File: config.mk
export PLATFORM = sky130hd
export DESIGN_NAME = ltx_port
export DESIGN_NICKNAME = d
export VERILOG_FILES = /design/src/pkg/ltx_pkg.sv /design/src/verilog/ltx_port.sv
export SDC_FILE = /design/constraint.sdc
export NUM_CORES = 2
export LEC_CHECK = 0
export BUFFER_PORTS_ARGS = -buffer_cell sky130_fd_sc_hd__clkbuf_2
export CAP_MARGIN = 20
export CORE_ASPECT_RATIO = 1.2
export CORE_MARGIN = 8
export CORE_UTILIZATION = 60
export DETAILED_ROUTE_END_ITERATION = 8
export PLACE_DENSITY = 0.76
export SYNTH_ARGS = -nofsm -noshare
export SYNTH_HDL_FRONTEND = slang
export SYNTH_MEMORY_MAX_BITS = 65536
export SYNTH_SLANG_ARGS = --single-unit
File: constraint.sdc
create_clock -name mclk -period 9.25 [get_ports mclk]
set_input_delay 0.925 -clock mclk [delete_from_list [all_inputs] [get_ports mclk]]
set_output_delay 0.925 -clock mclk [all_outputs]
set_load 0.02 [all_outputs]
File: src/pkg/ltx_pkg.sv
// ltx_pkg: shared constants of the parallel transmit port
// assumes: compiled before the port module; users name items as ltx_pkg::name
package ltx_pkg;
    // widths and depths
    localparam int DATA_W = 32;
    localparam int TAG_W = 4;
    localparam int ENT_W = DATA_W + TAG_W;
    localparam int PIN_W = 16;
    localparam int PAIRS = 64;
    localparam int WORDS = 2 * PAIRS;
    localparam int PTR_W = 8;
    localparam int LVL_W = 7;
    localparam logic [PTR_W-1:0] FULL_WORDS = 8'h7e;
    // register byte offsets
    localparam logic [7:0] OFS_CTRL = 8'h00;
    localparam logic [7:0] OFS_PAT_ST = 8'h04;
    localparam logic [7:0] OFS_PAT_UF = 8'h08;
    localparam logic [7:0] OFS_WMARK = 8'h0c;
    localparam logic [7:0] OFS_DIV = 8'h10;
    localparam logic [7:0] OFS_STAT = 8'h14;
    // control fields
    localparam int C_PD = 0;
    localparam int C_DDR = 1;
    localparam int C_W8 = 2;
    localparam int C_BYTESW = 3;
    localparam int C_BITSW = 4;
    localparam int C_FILLC = 5;
    localparam int C_CLK90 = 6;
    localparam int C_SRC = 7;
    localparam int C_MULT = 8;
    localparam int C_FLUSH = 16;
    localparam int C_WARM = 17;
    localparam logic [31:0] CTRL_MASK = 32'h0000_07ff;
    // watermark fields
    localparam int W_AE = 0;
    localparam int W_AF = 16;
    localparam int W_FILL = 24;
    // status fields
    localparam int S_AE = 0;
    localparam int S_AF = 1;
    localparam int S_EMPTY = 2;
    localparam int S_OVF = 3;
    localparam int S_UDF = 4;
    localparam int S_LOCK = 5;
    localparam int S_STARTED = 6;
    localparam int S_RATE = 7;
    localparam int S_LVL = 16;
    // reset values
    localparam logic [31:0] CTRL_RST = 32'h0000_0001;
    localparam logic [31:0] PAT_ST_RST = 32'h0000_0000;
    localparam logic [31:0] PAT_UF_RST = 32'h0000_0000;
    localparam logic [31:0] WMARK_RST = 32'h0038_0008;
    localparam logic [31:0] DIV_RST = 32'h0000_0001;
    // clock rates in kHz
    localparam int MCLK_KHZ = 20000;
    localparam int TX_MIN_KHZ = 18750;
    localparam int TX_MAX_DDR_KHZ = 500000;
    localparam int TX_MAX_SDR_KHZ = 640000;
    localparam int SRC_MAX_KHZ = 37500;
    localparam logic [2:0] MULT_MAX = 3'h5;
    // source edges seen before lock is reported
    localparam logic [2:0] LOCK_EDGES = 3'h4;
    // axi responses
    localparam logic [1:0] RESP_OK = 2'h0;
    localparam logic [1:0] RESP_ERR = 2'h2;
endpackage : ltx_pkg

File: src/verilog/ltx_port.sv
// ltx_port: parallel source-synchronous transmit port with paired-entry fifo
// assumes: mclk at 20 MHz, core writes on mclk, src_clk asynchronous, axi4-lite master
//
// Added by the designer: the AXI4-Lite slave port and the register addresses.
`timescale 1ns/1ps
module ltx_port (
    // clock and reset
    input wire logic mclk,
    input wire logic rst,
    // core write stream
    input wire logic wr_valid,
    input wire logic [31:0] wr_data,
    input wire logic [3:0] wr_tag,
    // fifo and lock status to the core
    output logic fifo_almost_empty,
    output logic fifo_almost_full,
    output logic fifo_empty,
    output logic fifo_overflow,
    output logic fifo_underflow,
    output logic pll_lock,
    // link
    input wire logic src_clk,
    output logic [15:0] tx_data,
    output logic tx_tag,
    output logic tx_clk,
    // axi4-lite slave
    input wire logic [7:0] s_axi_awaddr,
    input wire logic s_axi_awvalid,
    output logic s_axi_awready,
    input wire logic [31:0] s_axi_wdata,
    input wire logic [3:0] s_axi_wstrb,
    input wire logic s_axi_wvalid,
    output logic s_axi_wready,
    output logic [1:0] s_axi_bresp,
    output logic s_axi_bvalid,
    input wire logic s_axi_bready,
    input wire logic [7:0] s_axi_araddr,
    input wire logic s_axi_arvalid,
    output logic s_axi_arready,
    output logic [31:0] s_axi_rdata,
    output logic [1:0] s_axi_rresp,
    output logic s_axi_rvalid,
    input wire logic s_axi_rready
);
    function automatic logic is_mapped(input logic [7:0] a);
        is_mapped = (a == ltx_pkg::OFS_CTRL) || (a == ltx_pkg::OFS_PAT_ST) ||
            (a == ltx_pkg::OFS_PAT_UF) || (a == ltx_pkg::OFS_WMARK) ||
            (a == ltx_pkg::OFS_DIV) || (a == ltx_pkg::OFS_STAT);
    endfunction : is_mapped

    function automatic logic [31:0] arrange(input logic [31:0] w, input logic bys,
        input logic bis);
        logic [31:0] t;
        t = bys ? {w[7:0], w[15:8], w[23:16], w[31:24]} : w;
        arrange = t;
        if (bis) begin
            for (int i = 0; i < 32; i++) begin
                arrange[i] = t[(i & ~7) + 7 - (i & 7)];
            end
        end
    endfunction : arrange

    function automatic logic [31:0] strb_merge(input logic [31:0] o, input logic [31:0] n,
        input logic [3:0] s);
        for (int i = 0; i < 4; i++) begin
            strb_merge[i*8 +: 8] = s[i] ? n[i*8 +: 8] : o[i*8 +: 8];
        end
    endfunction : strb_merge

    // registers
    logic [31:0] ctrl_r, pat_st_r, pat_uf_r, wmark_r, div_r;
    logic flush_r, warm_r, ovf_clr;
    // axi state
    logic [7:0] awaddr_r, araddr_nxt;
    logic [31:0] wdata_r;
    logic [3:0] wstrb_r;
    logic aw_full_r, w_full_r, do_wr;
    // fifo
    logic [ltx_pkg::ENT_W-1:0] mem_r [ltx_pkg::WORDS];
    logic [ltx_pkg::ENT_W-1:0] pend_r, head;
    logic pend_v_r, started_r;
    logic [ltx_pkg::PTR_W-1:0] wp_r, rp_r, words;
    logic [ltx_pkg::PTR_W-1:0] lvl8;
    logic [ltx_pkg::LVL_W-1:0] lvl;
    logic full_now, wr_in, wr_pair, wr_drop, clr_fifo;
    // link timing
    logic src_s1_r, src_s2_r, src_s3_r, src_rise;
    logic [7:0] per_cnt_r, period_r, tick_cnt_r, interval;
    logic [2:0] mult_act_r, lk_cnt_r;
    logic [1:0] ph_r, ph_nxt, sl_r;
    logic run, tick, launch, last_sl, rate_err_r;
    logic [31:0] word;
    logic [15:0] slice;
    logic slice_tag;

    wire pd = ctrl_r[ltx_pkg::C_PD];
    wire ddr = ctrl_r[ltx_pkg::C_DDR];
    wire w8 = ctrl_r[ltx_pkg::C_W8];

    // ---------------- axi4-lite slave
    assign do_wr = aw_full_r && w_full_r && !s_axi_bvalid;

    always_ff @(posedge mclk) begin
        if (rst) begin
            aw_full_r <= 1'b0;
            w_full_r <= 1'b0;
            s_axi_awready <= 1'b0;
            s_axi_wready <= 1'b0;
            awaddr_r <= 8'h00;
            wdata_r <= 32'h0000_0000;
            wstrb_r <= 4'h0;
        end else begin
            if (s_axi_awvalid && s_axi_awready) begin
                aw_full_r <= 1'b1;
                awaddr_r <= s_axi_awaddr;
            end else if (do_wr) begin
                aw_full_r <= 1'b0;
            end
            if (s_axi_wvalid && s_axi_wready) begin
                w_full_r <= 1'b1;
                wdata_r <= s_axi_wdata;
                wstrb_r <= s_axi_wstrb;
            end else if (do_wr) begin
                w_full_r <= 1'b0;
            end
            s_axi_awready <= s_axi_awready ? !s_axi_awvalid :
                (!aw_full_r && !s_axi_bvalid && !do_wr);
            s_axi_wready <= s_axi_wready ? !s_axi_wvalid :
                (!w_full_r && !s_axi_bvalid && !do_wr);
        end
    end

    always_ff @(posedge mclk) begin
        if (rst) begin
            s_axi_bvalid <= 1'b0;
            s_axi_bresp <= ltx_pkg::RESP_OK;
        end else if (do_wr) begin
            s_axi_bvalid <= 1'b1;
            s_axi_bresp <= is_mapped(awaddr_r) ? ltx_pkg::RESP_OK : ltx_pkg::RESP_ERR;
        end else if (s_axi_bready) begin
            s_axi_bvalid <= 1'b0;
        end
    end

    // register writes; flush and warm reset are one-cycle pulses
    assign ovf_clr = do_wr && awaddr_r == ltx_pkg::OFS_STAT && wstrb_r[0] &&
        wdata_r[ltx_pkg::S_OVF];

    always_ff @(posedge mclk) begin
        if (rst) begin
            ctrl_r <= ltx_pkg::CTRL_RST;
            pat_st_r <= ltx_pkg::PAT_ST_RST;
            pat_uf_r <= ltx_pkg::PAT_UF_RST;
            wmark_r <= ltx_pkg::WMARK_RST;
            div_r <= ltx_pkg::DIV_RST;
            flush_r <= 1'b0;
            warm_r <= 1'b0;
        end else begin
            flush_r <= do_wr && awaddr_r == ltx_pkg::OFS_CTRL && wstrb_r[2] &&
                wdata_r[ltx_pkg::C_FLUSH];
            warm_r <= do_wr && awaddr_r == ltx_pkg::OFS_CTRL && wstrb_r[2] &&
                wdata_r[ltx_pkg::C_WARM];
            if (do_wr) begin
                unique case (awaddr_r)
                    ltx_pkg::OFS_CTRL: ctrl_r <= strb_merge(ctrl_r, wdata_r, wstrb_r) &
                        ltx_pkg::CTRL_MASK;
                    ltx_pkg::OFS_PAT_ST: pat_st_r <= strb_merge(pat_st_r, wdata_r, wstrb_r) &
                        32'h0001_ffff;
                    ltx_pkg::OFS_PAT_UF: pat_uf_r <= strb_merge(pat_uf_r, wdata_r, wstrb_r) &
                        32'h0001_ffff;
                    ltx_pkg::OFS_WMARK: wmark_r <= strb_merge(wmark_r, wdata_r, wstrb_r) &
                        32'hff7f_007f;
                    ltx_pkg::OFS_DIV: div_r <= strb_merge(div_r, wdata_r, wstrb_r) &
                        32'h0000_00ff;
                    default: ;
                endcase
            end
        end
    end

    // reads: one outstanding, data registered with the valid
    always_ff @(posedge mclk) begin
        if (rst) begin
            s_axi_arready <= 1'b0;
            s_axi_rvalid <= 1'b0;
            s_axi_rdata <= 32'h0000_0000;
            s_axi_rresp <= ltx_pkg::RESP_OK;
        end else begin
            s_axi_arready <= s_axi_arready ? !s_axi_arvalid : !s_axi_rvalid;
            if (s_axi_arvalid && s_axi_arready) begin
                s_axi_rvalid <= 1'b1;
                s_axi_rresp <= is_mapped(s_axi_araddr) ? ltx_pkg::RESP_OK : ltx_pkg::RESP_ERR;
                unique case (s_axi_araddr)
                    ltx_pkg::OFS_CTRL: s_axi_rdata <= ctrl_r;
                    ltx_pkg::OFS_PAT_ST: s_axi_rdata <= pat_st_r;
                    ltx_pkg::OFS_PAT_UF: s_axi_rdata <= pat_uf_r;
                    ltx_pkg::OFS_WMARK: s_axi_rdata <= wmark_r;
                    ltx_pkg::OFS_DIV: s_axi_rdata <= div_r;
                    ltx_pkg::OFS_STAT: s_axi_rdata <= {9'h000, lvl, 8'h00, rate_err_r,
                        started_r, pll_lock, fifo_underflow, fifo_overflow, fifo_empty,
                        fifo_almost_full, fifo_almost_empty};
                    default: s_axi_rdata <= 32'h0000_0000;
                endcase
            end else if (s_axi_rready) begin
                s_axi_rvalid <= 1'b0;
            end
        end
    end

    // ---------------- paired-entry fifo
    assign clr_fifo = flush_r || warm_r;
    assign words = wp_r - rp_r;
    assign lvl8 = (words + 8'h01) >> 1;
    assign lvl = lvl8[ltx_pkg::LVL_W-1:0];
    assign full_now = words > ltx_pkg::FULL_WORDS;
    assign wr_in = wr_valid && !pd && !clr_fifo;
    assign wr_pair = wr_in && pend_v_r && !full_now;
    assign wr_drop = wr_in && pend_v_r && full_now;

    // a lone write waits here; its partner carries both into the fifo
    always_ff @(posedge mclk) begin
        if (rst) begin
            pend_v_r <= 1'b0;
            pend_r <= '0;
        end else if (clr_fifo) begin
            pend_v_r <= 1'b0;
        end else if (wr_in && !pend_v_r) begin
            pend_v_r <= 1'b1;
            pend_r <= {wr_tag, wr_data};
        end else if (wr_pair) begin
            pend_v_r <= 1'b0;
        end
    end

    always_ff @(posedge mclk) begin
        if (wr_pair) begin
            mem_r[wp_r[6:0]] <= pend_r;
            mem_r[7'(wp_r[6:0] + 7'h01)] <= {wr_tag, wr_data};
        end
    end

    always_ff @(posedge mclk) begin
        if (rst) begin
            wp_r <= '0;
        end else if (wr_pair) begin
            wp_r <= wp_r + 8'h02;
        end
    end

    always_ff @(posedge mclk) begin
        if (rst) begin
            started_r <= 1'b0;
        end else if (warm_r) begin
            started_r <= 1'b0;
        end else if (wr_pair) begin
            started_r <= 1'b1;
        end
    end

    // status flags come from registered pointers, so they never glitch
    always_ff @(posedge mclk) begin
        if (rst) begin
            fifo_almost_empty <= 1'b1;
            fifo_almost_full <= 1'b0;
            fifo_empty <= 1'b1;
            fifo_overflow <= 1'b0;
        end else begin
            fifo_almost_empty <= lvl < wmark_r[ltx_pkg::W_AE +: ltx_pkg::LVL_W];
            fifo_almost_full <= lvl > wmark_r[ltx_pkg::W_AF +: ltx_pkg::LVL_W];
            fifo_empty <= words == 8'h00;
            if (wr_drop) begin
                fifo_overflow <= 1'b1;
            end else if (ovf_clr) begin
                fifo_overflow <= 1'b0;
            end
        end
    end

    // ---------------- transmit clock source and lock
    always_ff @(posedge mclk) begin
        if (rst) begin
            src_s1_r <= 1'b0;
            src_s2_r <= 1'b0;
            src_s3_r <= 1'b0;
        end else begin
            src_s1_r <= src_clk;
            src_s2_r <= src_s1_r;
            src_s3_r <= src_s2_r;
        end
    end
    assign src_rise = src_s2_r && !src_s3_r;

    always_ff @(posedge mclk) begin
        if (rst) begin
            per_cnt_r <= 8'h00;
            period_r <= 8'h00;
        end else if (src_rise) begin
            per_cnt_r <= 8'h01;
            period_r <= per_cnt_r;
        end else if (per_cnt_r != 8'hff) begin
            per_cnt_r <= per_cnt_r + 8'h01;
        end
    end

    // the multiplier takes effect through a warm reset or while powered down
    always_ff @(posedge mclk) begin
        if (rst) begin
            mult_act_r <= ltx_pkg::CTRL_RST[ltx_pkg::C_MULT +: 3];
            lk_cnt_r <= 3'h0;
            pll_lock <= 1'b0;
        end else if (warm_r || pd) begin
            mult_act_r <= ctrl_r[ltx_pkg::C_MULT +: 3];
            lk_cnt_r <= 3'h0;
            pll_lock <= 1'b0;
        end else if (!ctrl_r[ltx_pkg::C_SRC]) begin
            pll_lock <= 1'b1;
        end else if (src_rise && lk_cnt_r != ltx_pkg::LOCK_EDGES) begin
            lk_cnt_r <= lk_cnt_r + 3'h1;
        end else if (lk_cnt_r == ltx_pkg::LOCK_EDGES) begin
            pll_lock <= 1'b1;
        end
    end

    // out-of-range settings are reported only: mclk cannot itself reach the range
    always_ff @(posedge mclk) begin
        if (rst) begin
            rate_err_r <= 1'b0;
        end else if (ctrl_r[ltx_pkg::C_SRC]) begin
            rate_err_r <= mult_act_r > ltx_pkg::MULT_MAX ||
                (ltx_pkg::SRC_MAX_KHZ << mult_act_r) > (ddr ? ltx_pkg::TX_MAX_DDR_KHZ :
                ltx_pkg::TX_MAX_SDR_KHZ);
        end else begin
            rate_err_r <= ltx_pkg::MCLK_KHZ < ltx_pkg::TX_MIN_KHZ * 4 * int'(div_r[7:0]);
        end
    end

    // four phase ticks per transmit clock period
    always_comb begin
        interval = period_r >> (3'(mult_act_r) + 3'h2);
        if (!ctrl_r[ltx_pkg::C_SRC]) begin
            interval = div_r[7:0];
        end
        if (interval == 8'h00) begin
            interval = 8'h01;
        end
    end
    assign run = !pd && pll_lock && !warm_r;
    assign tick = run && tick_cnt_r == 8'h00;

    always_ff @(posedge mclk) begin
        if (rst) begin
            tick_cnt_r <= 8'h00;
        end else if (!run) begin
            tick_cnt_r <= 8'h00;
        end else begin
            tick_cnt_r <= tick ? interval - 8'h01 : tick_cnt_r - 8'h01;
        end
    end

    always_ff @(posedge mclk) begin
        if (rst) begin
            ph_r <= 2'h0;
        end else if (!run) begin
            ph_r <= 2'h0;
        end else if (tick) begin
            ph_r <= ph_nxt;
        end
    end
    assign ph_nxt = ph_r + 2'h1;
    assign launch = tick && (ddr ? !ph_nxt[0] : ph_nxt == 2'h0);

    // ---------------- serializer
    assign head = mem_r[rp_r[6:0]];
    assign word = arrange(head[31:0], ctrl_r[ltx_pkg::C_BYTESW], ctrl_r[ltx_pkg::C_BITSW]);
    assign last_sl = sl_r == (w8 ? 2'h3 : 2'h1);
    always_comb begin
        slice = word[sl_r[0]*16 +: 16];
        slice_tag = head[32 + sl_r];
        if (w8) begin
            slice[7:0] = word[sl_r*8 +: 8];
            slice[15:8] = ctrl_r[ltx_pkg::C_FILLC] ? wmark_r[ltx_pkg::W_FILL +: 8] :
                word[sl_r*8 +: 8];
        end
    end

    always_ff @(posedge mclk) begin
        if (rst) begin
            rp_r <= '0;
            sl_r <= 2'h0;
        end else if (clr_fifo) begin
            rp_r <= wp_r;
            sl_r <= 2'h0;
        end else if (launch && words != 8'h00) begin
            sl_r <= last_sl ? 2'h0 : sl_r + 2'h1;
            if (last_sl) begin
                rp_r <= rp_r + 8'h01;
            end
        end
    end

    always_ff @(posedge mclk) begin
        if (rst) begin
            tx_data <= 16'h0000;
            tx_tag <= 1'b0;
            tx_clk <= 1'b0;
            fifo_underflow <= 1'b0;
        end else if (!run) begin
            tx_data <= 16'h0000;
            tx_tag <= 1'b0;
            tx_clk <= 1'b0;
        end else begin
            if (tick) begin
                tx_clk <= ctrl_r[ltx_pkg::C_CLK90] ? ph_nxt[1] ^ ph_nxt[0] : ph_nxt[1];
            end
            if (launch && words != 8'h00) begin
                {tx_tag, tx_data} <= {slice_tag, slice};
                fifo_underflow <= 1'b0;
            end else if (launch && started_r) begin
                {tx_tag, tx_data} <= pat_uf_r[16:0];
                fifo_underflow <= 1'b1;
            end else if (launch) begin
                {tx_tag, tx_data} <= pat_st_r[16:0];
            end
        end
    end

    // ---------------- checks
    property p_empty;
        @(posedge mclk) disable iff (rst)
        ##1 fifo_empty == ($past(wp_r) == $past(rp_r));
    endproperty
    a_empty: assert property (p_empty) else $error("empty flag disagrees with pointers");

    property p_ovf;
        @(posedge mclk) disable iff (rst)
        wr_in && pend_v_r && full_now |=> fifo_overflow && $stable(wp_r);
    endproperty
    a_ovf: assert property (p_ovf) else $error("write to full fifo not dropped");

    property p_lone;
        @(posedge mclk) disable iff (rst)
        wr_in && !pend_v_r |=> pend_v_r && $stable(wp_r);
    endproperty
    a_lone: assert property (p_lone) else $error("lone write entered fifo");

    property p_pair;
        @(posedge mclk) disable iff (rst)
        wr_pair |=> wp_r == $past(wp_r) + 8'h02 && started_r;
    endproperty
    a_pair: assert property (p_pair) else $error("pair not stored");

    property p_depth;
        @(posedge mclk) disable iff (rst)
        words <= 8'(ltx_pkg::WORDS);
    endproperty
    a_depth: assert property (p_depth) else $error("fifo beyond 64 pairs");

    property p_startup;
        @(posedge mclk) disable iff (rst)
        launch && run && !started_r && words == 8'h00 && !clr_fifo
        |=> {tx_tag, tx_data} == $past(pat_st_r[16:0]);
    endproperty
    a_startup: assert property (p_startup) else $error("startup pattern missing");

    property p_udf;
        @(posedge mclk) disable iff (rst)
        launch && run && started_r && words == 8'h00 && !clr_fifo
        |=> fifo_underflow && {tx_tag, tx_data} == $past(pat_uf_r[16:0]);
    endproperty
    a_udf: assert property (p_udf) else $error("underflow pattern or flag missing");

    property p_flush;
        @(posedge mclk) disable iff (rst)
        flush_r |=> rp_r == $past(wp_r) && !pend_v_r;
    endproperty
    a_flush: assert property (p_flush) else $error("flush left entries");

    property p_pd;
        @(posedge mclk) disable iff (rst)
        pd ##1 pd |-> !tx_clk && tx_data == 16'h0000 && !pll_lock;
    endproperty
    a_pd: assert property (p_pd) else $error("powered-down port is active");

    property p_warm;
        @(posedge mclk) disable iff (rst)
        warm_r |=> !pll_lock && mult_act_r == $past(ctrl_r[ltx_pkg::C_MULT +: 3]);
    endproperty
    a_warm: assert property (p_warm) else $error("warm reset kept lock");

    property p_wresp;
        @(posedge mclk) disable iff (rst)
        s_axi_awvalid && s_axi_awready && s_axi_wvalid && s_axi_wready && !s_axi_bvalid
        |-> ##[1:2] s_axi_bvalid;
    endproperty
    a_wresp: assert property (p_wresp) else $error("write response late");
endmodule : ltx_port

## After elaboration in Yosys (flattened, before gate mapping)

Memories as Yosys holds them, arrays and structs flattened. A register that Yosys moved wholly into a read port is not among the register bits.
Cells that the tools add are included.

| storage, ports and cells | value |
|---|---|
| bits in registers | 280 |
| memory bits (writable) | 4608 |
| input port bits | 97 |
| output and inout port bits | 65 |
| logic and storage cells | 248 |
| memories kept | 1 |

Memories:

| name | depth | bits a word | rd ports | clocked after Yosys merged registers in | wr ports | RTL line | RTL |
|---|---|---|---|---|---|---|---|
| mem_r | 128 | 36 | 1 | 1 | 2 | ltx_port.sv:79 | `logic [ltx_pkg::ENT_W-1:0] mem_r [ltx_pkg::WORDS];` |

| cells by class | value |
|---|---|
| $add $sub $neg | 13 |
| $mul | 1 |
| order comparisons | 7 |
| eq/ne operators | 16 |
| shift operators | 4 |
| mux-type cells | 52 |
| bitwise gates (word level) | 3 |
| reductions and logical operators | 98 |

Operators with widths:

| cell | number |
|---|---|
| $pmux W32 S6 | 1 |
| $mux W16 | 4 |
| $mux W32 | 2 |
| $mux W8 | 7 |
| $logic_not A8 Y1 | 5 |
| $reduce_and A3 Y1 | 12 |
| $eq A8 B4 Y1 const B | 4 |
| $eq A8 B5 Y1 const B | 4 |
| $gt A32 B21 Y1 | 1 |
| $shiftx A32 B6 Y16 | 1 |
| $shiftx A32 B6 Y8 | 1 |
| $shl A16 B3 Y32 const A | 1 |
| $logic_and A1 B1 Y1 | 30 |
| $mux W1 | 30 |
| $lt A15 B25 Y1 const A | 1 |
| $add A8 B1 Y8 const B | 3 |
| $mul A14 B8 Y22 const A | 1 |
| $mux W20 | 1 |
| $reduce_bool A2 Y1 | 10 |
| $eq A8 B3 Y1 const B | 2 |
| $sub A8 B1 Y8 const B | 2 |
| $logic_not A1 Y1 | 15 |
| $mux W7 | 2 |
| $logic_or A1 B1 Y1 | 13 |
| other kinds (28) | 41 |

## Depth between registers and ports, before layout

| depth | value |
|---|---|
| word-level depth | 10 |
| depth in mapped cells | 19 |
| gate-level depth less buffers | 19 |

## Worst setup path before layout

No wires, ideal clock.

| path | value |
|---|---|
| path type | reg2reg |
| from | register wp_r[1] in the netlist's numbering |
| to | memory mem_r[124][0] in the netlist's numbering (enable) |
| setup time | 0.503 ns |
| data arrival time | 5.875 ns |
| data required time | 8.747 ns |
| slack | 2.872 ns |
| stages on the path, launching flop included | 13 |
| buffers on the path | 2 |
| clock period less this slack | 6.378 ns |
| cell sequence | dfxtp_1 -> ha_1 -> nor2b_1 -> o21ai_0 -> a21boi_1 -> o31ai_1 -> a21oi_1 -> xnor2_1 -> and3_1 -> clkbuf_1 -> nand2_1 -> clkbuf_1 -> nor2_1 |

RTL lines:

| item | RTL line | RTL |
|---|---|---|
| start: declaration | ltx_port.sv:82 | `logic [ltx_pkg::PTR_W-1:0] wp_r, rp_r, words;` |
| start signal: assignment | ltx_port.sv:246 | `wp_r <= wp_r + 8'h02;` |
| end: declaration | ltx_port.sv:79 |  |

==> flow_metrics.py <==
metrics = {
    "status": {
        "outcome": "finished, final reports clean",
    },
    "placed_design": {
        "place_hpwl_um": 268200,
        "dpl.cell_count": 13544,
        "port_buffers": 157,
        "post-place-ws_ns": 3.453,
        "routabilityCongestion": 0.8756,
    },
    "setup_path": {
        "crit_path_start_kind": "flip-flop",
        "slowest_stage": "dfxtp_4",
        "cp-end-kind": "flip-flop",
        "critPathMaxFanout": 50,
        "crit_arrival_ns": 6.71,
        "cp_common_cell": "buf_4",
        "crit_buf_inv": 4,
        "crit_chain": "buf_4, buf_4, mux4_2, a22o_1, a221oi_1, o22ai_1, nor4_2, buf_4, inv_1, mux4_2, or3_1, nand4_1, a221oi_1",
        "cp_slowest_stage_delay_ns": 1.16,
        "crit_type": "flip-flop to flip-flop",
        "critical_path_required_ns": 10.01,
        "cp_top_family": "buffers and inverters",
    },
    "clock_tree": {
        "clockBufferDepth": 4,
        "clock_latency_ns": 0.95,
        "cts_sinks": 4890,
        "cts_root_buffer": "clkbuf_16",
        "clk_pin_slew_ns": 0.07,
        "holdBufCountCts": 0,
        "cts_tree": "built",
        "cts_buffers": 443,
        "h-tree-depth": 5,
        "cts_setup_buffers": 0,
        "cts_resized": 0,
    },
    "route": {
        "vias": 99073,
        "drc_errors": 0,
        "first_pass_iters": 8,
        "routedWlPerCell_um": 34.16,
        "drt.antenna.violating_nets": 0,
        "via_per_inst": 6.882,
        "finalWirelength_um": 491700,
        "drt-initial-drc-count": 14453,
    },
    "power_and_ir_drop": {
        "leakage_nw": 69.37,
        "switching_power_mw": 8.119,
        "finalPower_mw": 42.33,
        "pwr-share-comb_pct": 0.7,
        "internal_power_mw": 34.21,
        "pwr-share-seq_pct": 56.8,
        "swShare_pct": 19.18,
        "max-vdd-ir-drop_mv": 0.1697,
        "p_clk_share_pct": 42.5,
        "p_per_area_mw_per_mm2": 199.7,
    },
    "global_route": {
        "gr-max-usage-layer": "met2",
        "grtUsageMet3_pct": 5.864,
        "grt_pass1_wl_um": 700900,
        "grt_use_met2_pct": 47.21,
        "use_met1_pct": 37.16,
        "grtUsageTotal_pct": 28.81,
        "overflow": 0,
        "grt_max_degree": 124,
        "grt_pass1_vias": 101383,
        "antenna_found_initial": 19,
    },
    "cells_and_area": {
        "n_fill_cell": 19053,
        "fin_nets": 10024,
        "multi_input_area_mm2": 0.04382,
        "instances_no_fill": 14395,
        "areaGrowthSynthToFinish_pct": 11.39,
        "seqCellArea_mm2": 0.1441,
        "drive_gt1_share_pct": 23.15,
    },
    "job": {
        "max-cap-violations": 0,
    },
    "sta": {
        "hold_viol_final": 0,
        "drv_slew": 0,
        "maxSlewHeadroom_pct": 12.20,
        "rsz0062_at_grt": "no",
        "fin_ws_ns": 3.299,
        "max_slew.worst_pin.slew_ns": 1.305,
        "fmax_ghz": 0.1680,
        "fin_crit_sh_pct": 64.34,
        "tns_ns": 0,
        "fin_worst_skew_ns": 0.06837,
        "period_needed_ns": 5.951,
        "hold_ws_ns": 0.1952,
        "finalSetupViolations": 0,
    },
    "synth": {
        "synth_top_area_cell": "edfxtp_1",
        "syn_inst": 9391,
        "synth_area_leaders": "edfxtp_1 (73%), mux4_2 (12%), dfxtp_1 (3.0%), mux2i_1 (2.9%), a22oi_1 (1.4%)",
        "synth_area_mm2": 0.1903,
        "ys_warn_count": 0,
        "synth_cell_type_count": 74,
        "synth-seq-cells": 4890,
        "synth-edff-count": 4608,
        "synthTopCellsByCount": "edfxtp_1 (4608), mux4_2 (1006), mux2i_1 (551), nand2_1 (373), a22oi_1 (349)",
        "synth_most_common_cell": "edfxtp_1",
        "seq_area_frac_synth_pct": 75.67,
        "synth_ff_type": "edfxtp_1",
        "avgSynthCellArea_um2": 20.27,
        "synth.top_cell.area_share_pct": 72.71,
        "async_flop_share_pct": 0,
    },
    "floorplanning": {
        "die-area_mm2": 0.3355,
        "start_util_pct": 60.25,
        "die_x_um": 530.1,
        "die_h_um": 633.0,
        "num_io_pins": 162,
        "rows": 226,
        "core_mm2": 0.3159,
    },
    "worst_hold_path": {
        "hp-start": "s_axi_wdata[3]",
        "hold_class": "input pin to flip-flop",
    },
}
==> routing by layer <==
| metal | wire length [µm] | vias to the layer above | part of all wire, % |
|---|---|---|---|
| li1 | - | 39812 | - |
| met1 | 168100 | 51267 | 34 |
| met2 | 239200 | 6623 | 49 |
| met3 | 55060 | 1361 | 11 |
| met4 | 29390 | 10 | 6.0 |
| met5 | 58 | - | 0.012 |
==> worst paths after layout <==
kind | to | slack [ns] | cells past startpoint
max | tx_data[12] | 3.30 | 13
max reg2reg | tx_data[12] | 3.30 | 13
min reg2reg | src_s2_r | 0.45 | 1
min | wdata_r[3] | 0.20 | 3
==> logic make-up after synthesis <==
family / synth area share [%]
simple gates: 2.399
xor+xnor: 0.2163
other cells: 0.001970
compound gates: 4.159
flops: 75.67
buf+inv: 1.673
mux: 15.00
fa+ha+maj: 0.8744
==> placed cells by master (no fill, tap or decap), types with 29 or more instances in the layout <==
cell type	netlist	routed
a21oi_1	182	182
a221oi_1	131	131
a22o_1	94	94
a22oi_1	349	349
a31oi_1	46	46
a41oi_1	29	29
buf_12	2	58
buf_4	36	282
bufinv_16	0	35
clkbuf_1	232	98
clkbuf_16	0	453
clkbuf_2	0	157
clkinv_1	0	68
clkinv_2	0	97
dfxtp_1	282	239
dfxtp_2	0	39
edfxtp_1	4608	4608
ha_1	101	101
inv_1	103	101
mux2_2	34	34
mux2i_1	551	551
mux4_2	1006	1006
nand2_1	373	373
nand3_1	140	140
nor2_1	249	174
nor2_4	0	68
nor2b_1	48	39
nor3_1	42	38
o21ai_0	84	84
o22ai_1	31	31
==> worst min-delay path, cell delays in order <==
cell and delay, ns:
clkbuf_2 0.08, nand2_1 0.05, a21oi_1 0.05
==> layout make-up <==
cell class                      count  share of cell area (%)
Sequential cell                  4890                   67.96
Multi-Input combinational cell   3859                   20.67
Clock inverter                    229                  0.9821
Timing Repair Buffer              507                   2.008
Inverter                          105                  0.1877
Tap cell                         4218                   2.489
Clock buffer                      578                   5.692
Antenna cell                        9                 0.01062
==> sequential cells by signal, summed over array words and instances (netlist names), 11 cells and up, named ones only <==
register / cells
s_axi_rdata: 31
pend_r: 36
wdata_r: 31
mem_r: 4608
tx_data: 16
wmark_r: 22
pat_st_r: 17
pat_uf_r: 17
ctrl_r: 11
==> per-stage QoR <==
stage / util, % / area, µm²
2_1_floorplan: - / 190300
3_3_place_gp: 62.34 / 196900
3_5_place_dp: 62.41 / 197100
4_1_cts: 66.89 / 211300
5_1_grt: 67.12 / 212000
6_report: 67.12 / 212000
==> power by group through the flow <==
stage	logic (mW)	clock network, mW	registers [mW]
2_1_floorplan	0.0585	0	24.5
3_5_place_dp	0.284	0	24.5
5_1_grt	0.313	18.9	24.0
6_report	0.296	18.0	24.0
4_1_cts	0.285	18.1	24.0
3_3_place_gp	0.265	0	24.5
No activity file was read; power rests on OpenSTA's default activity.
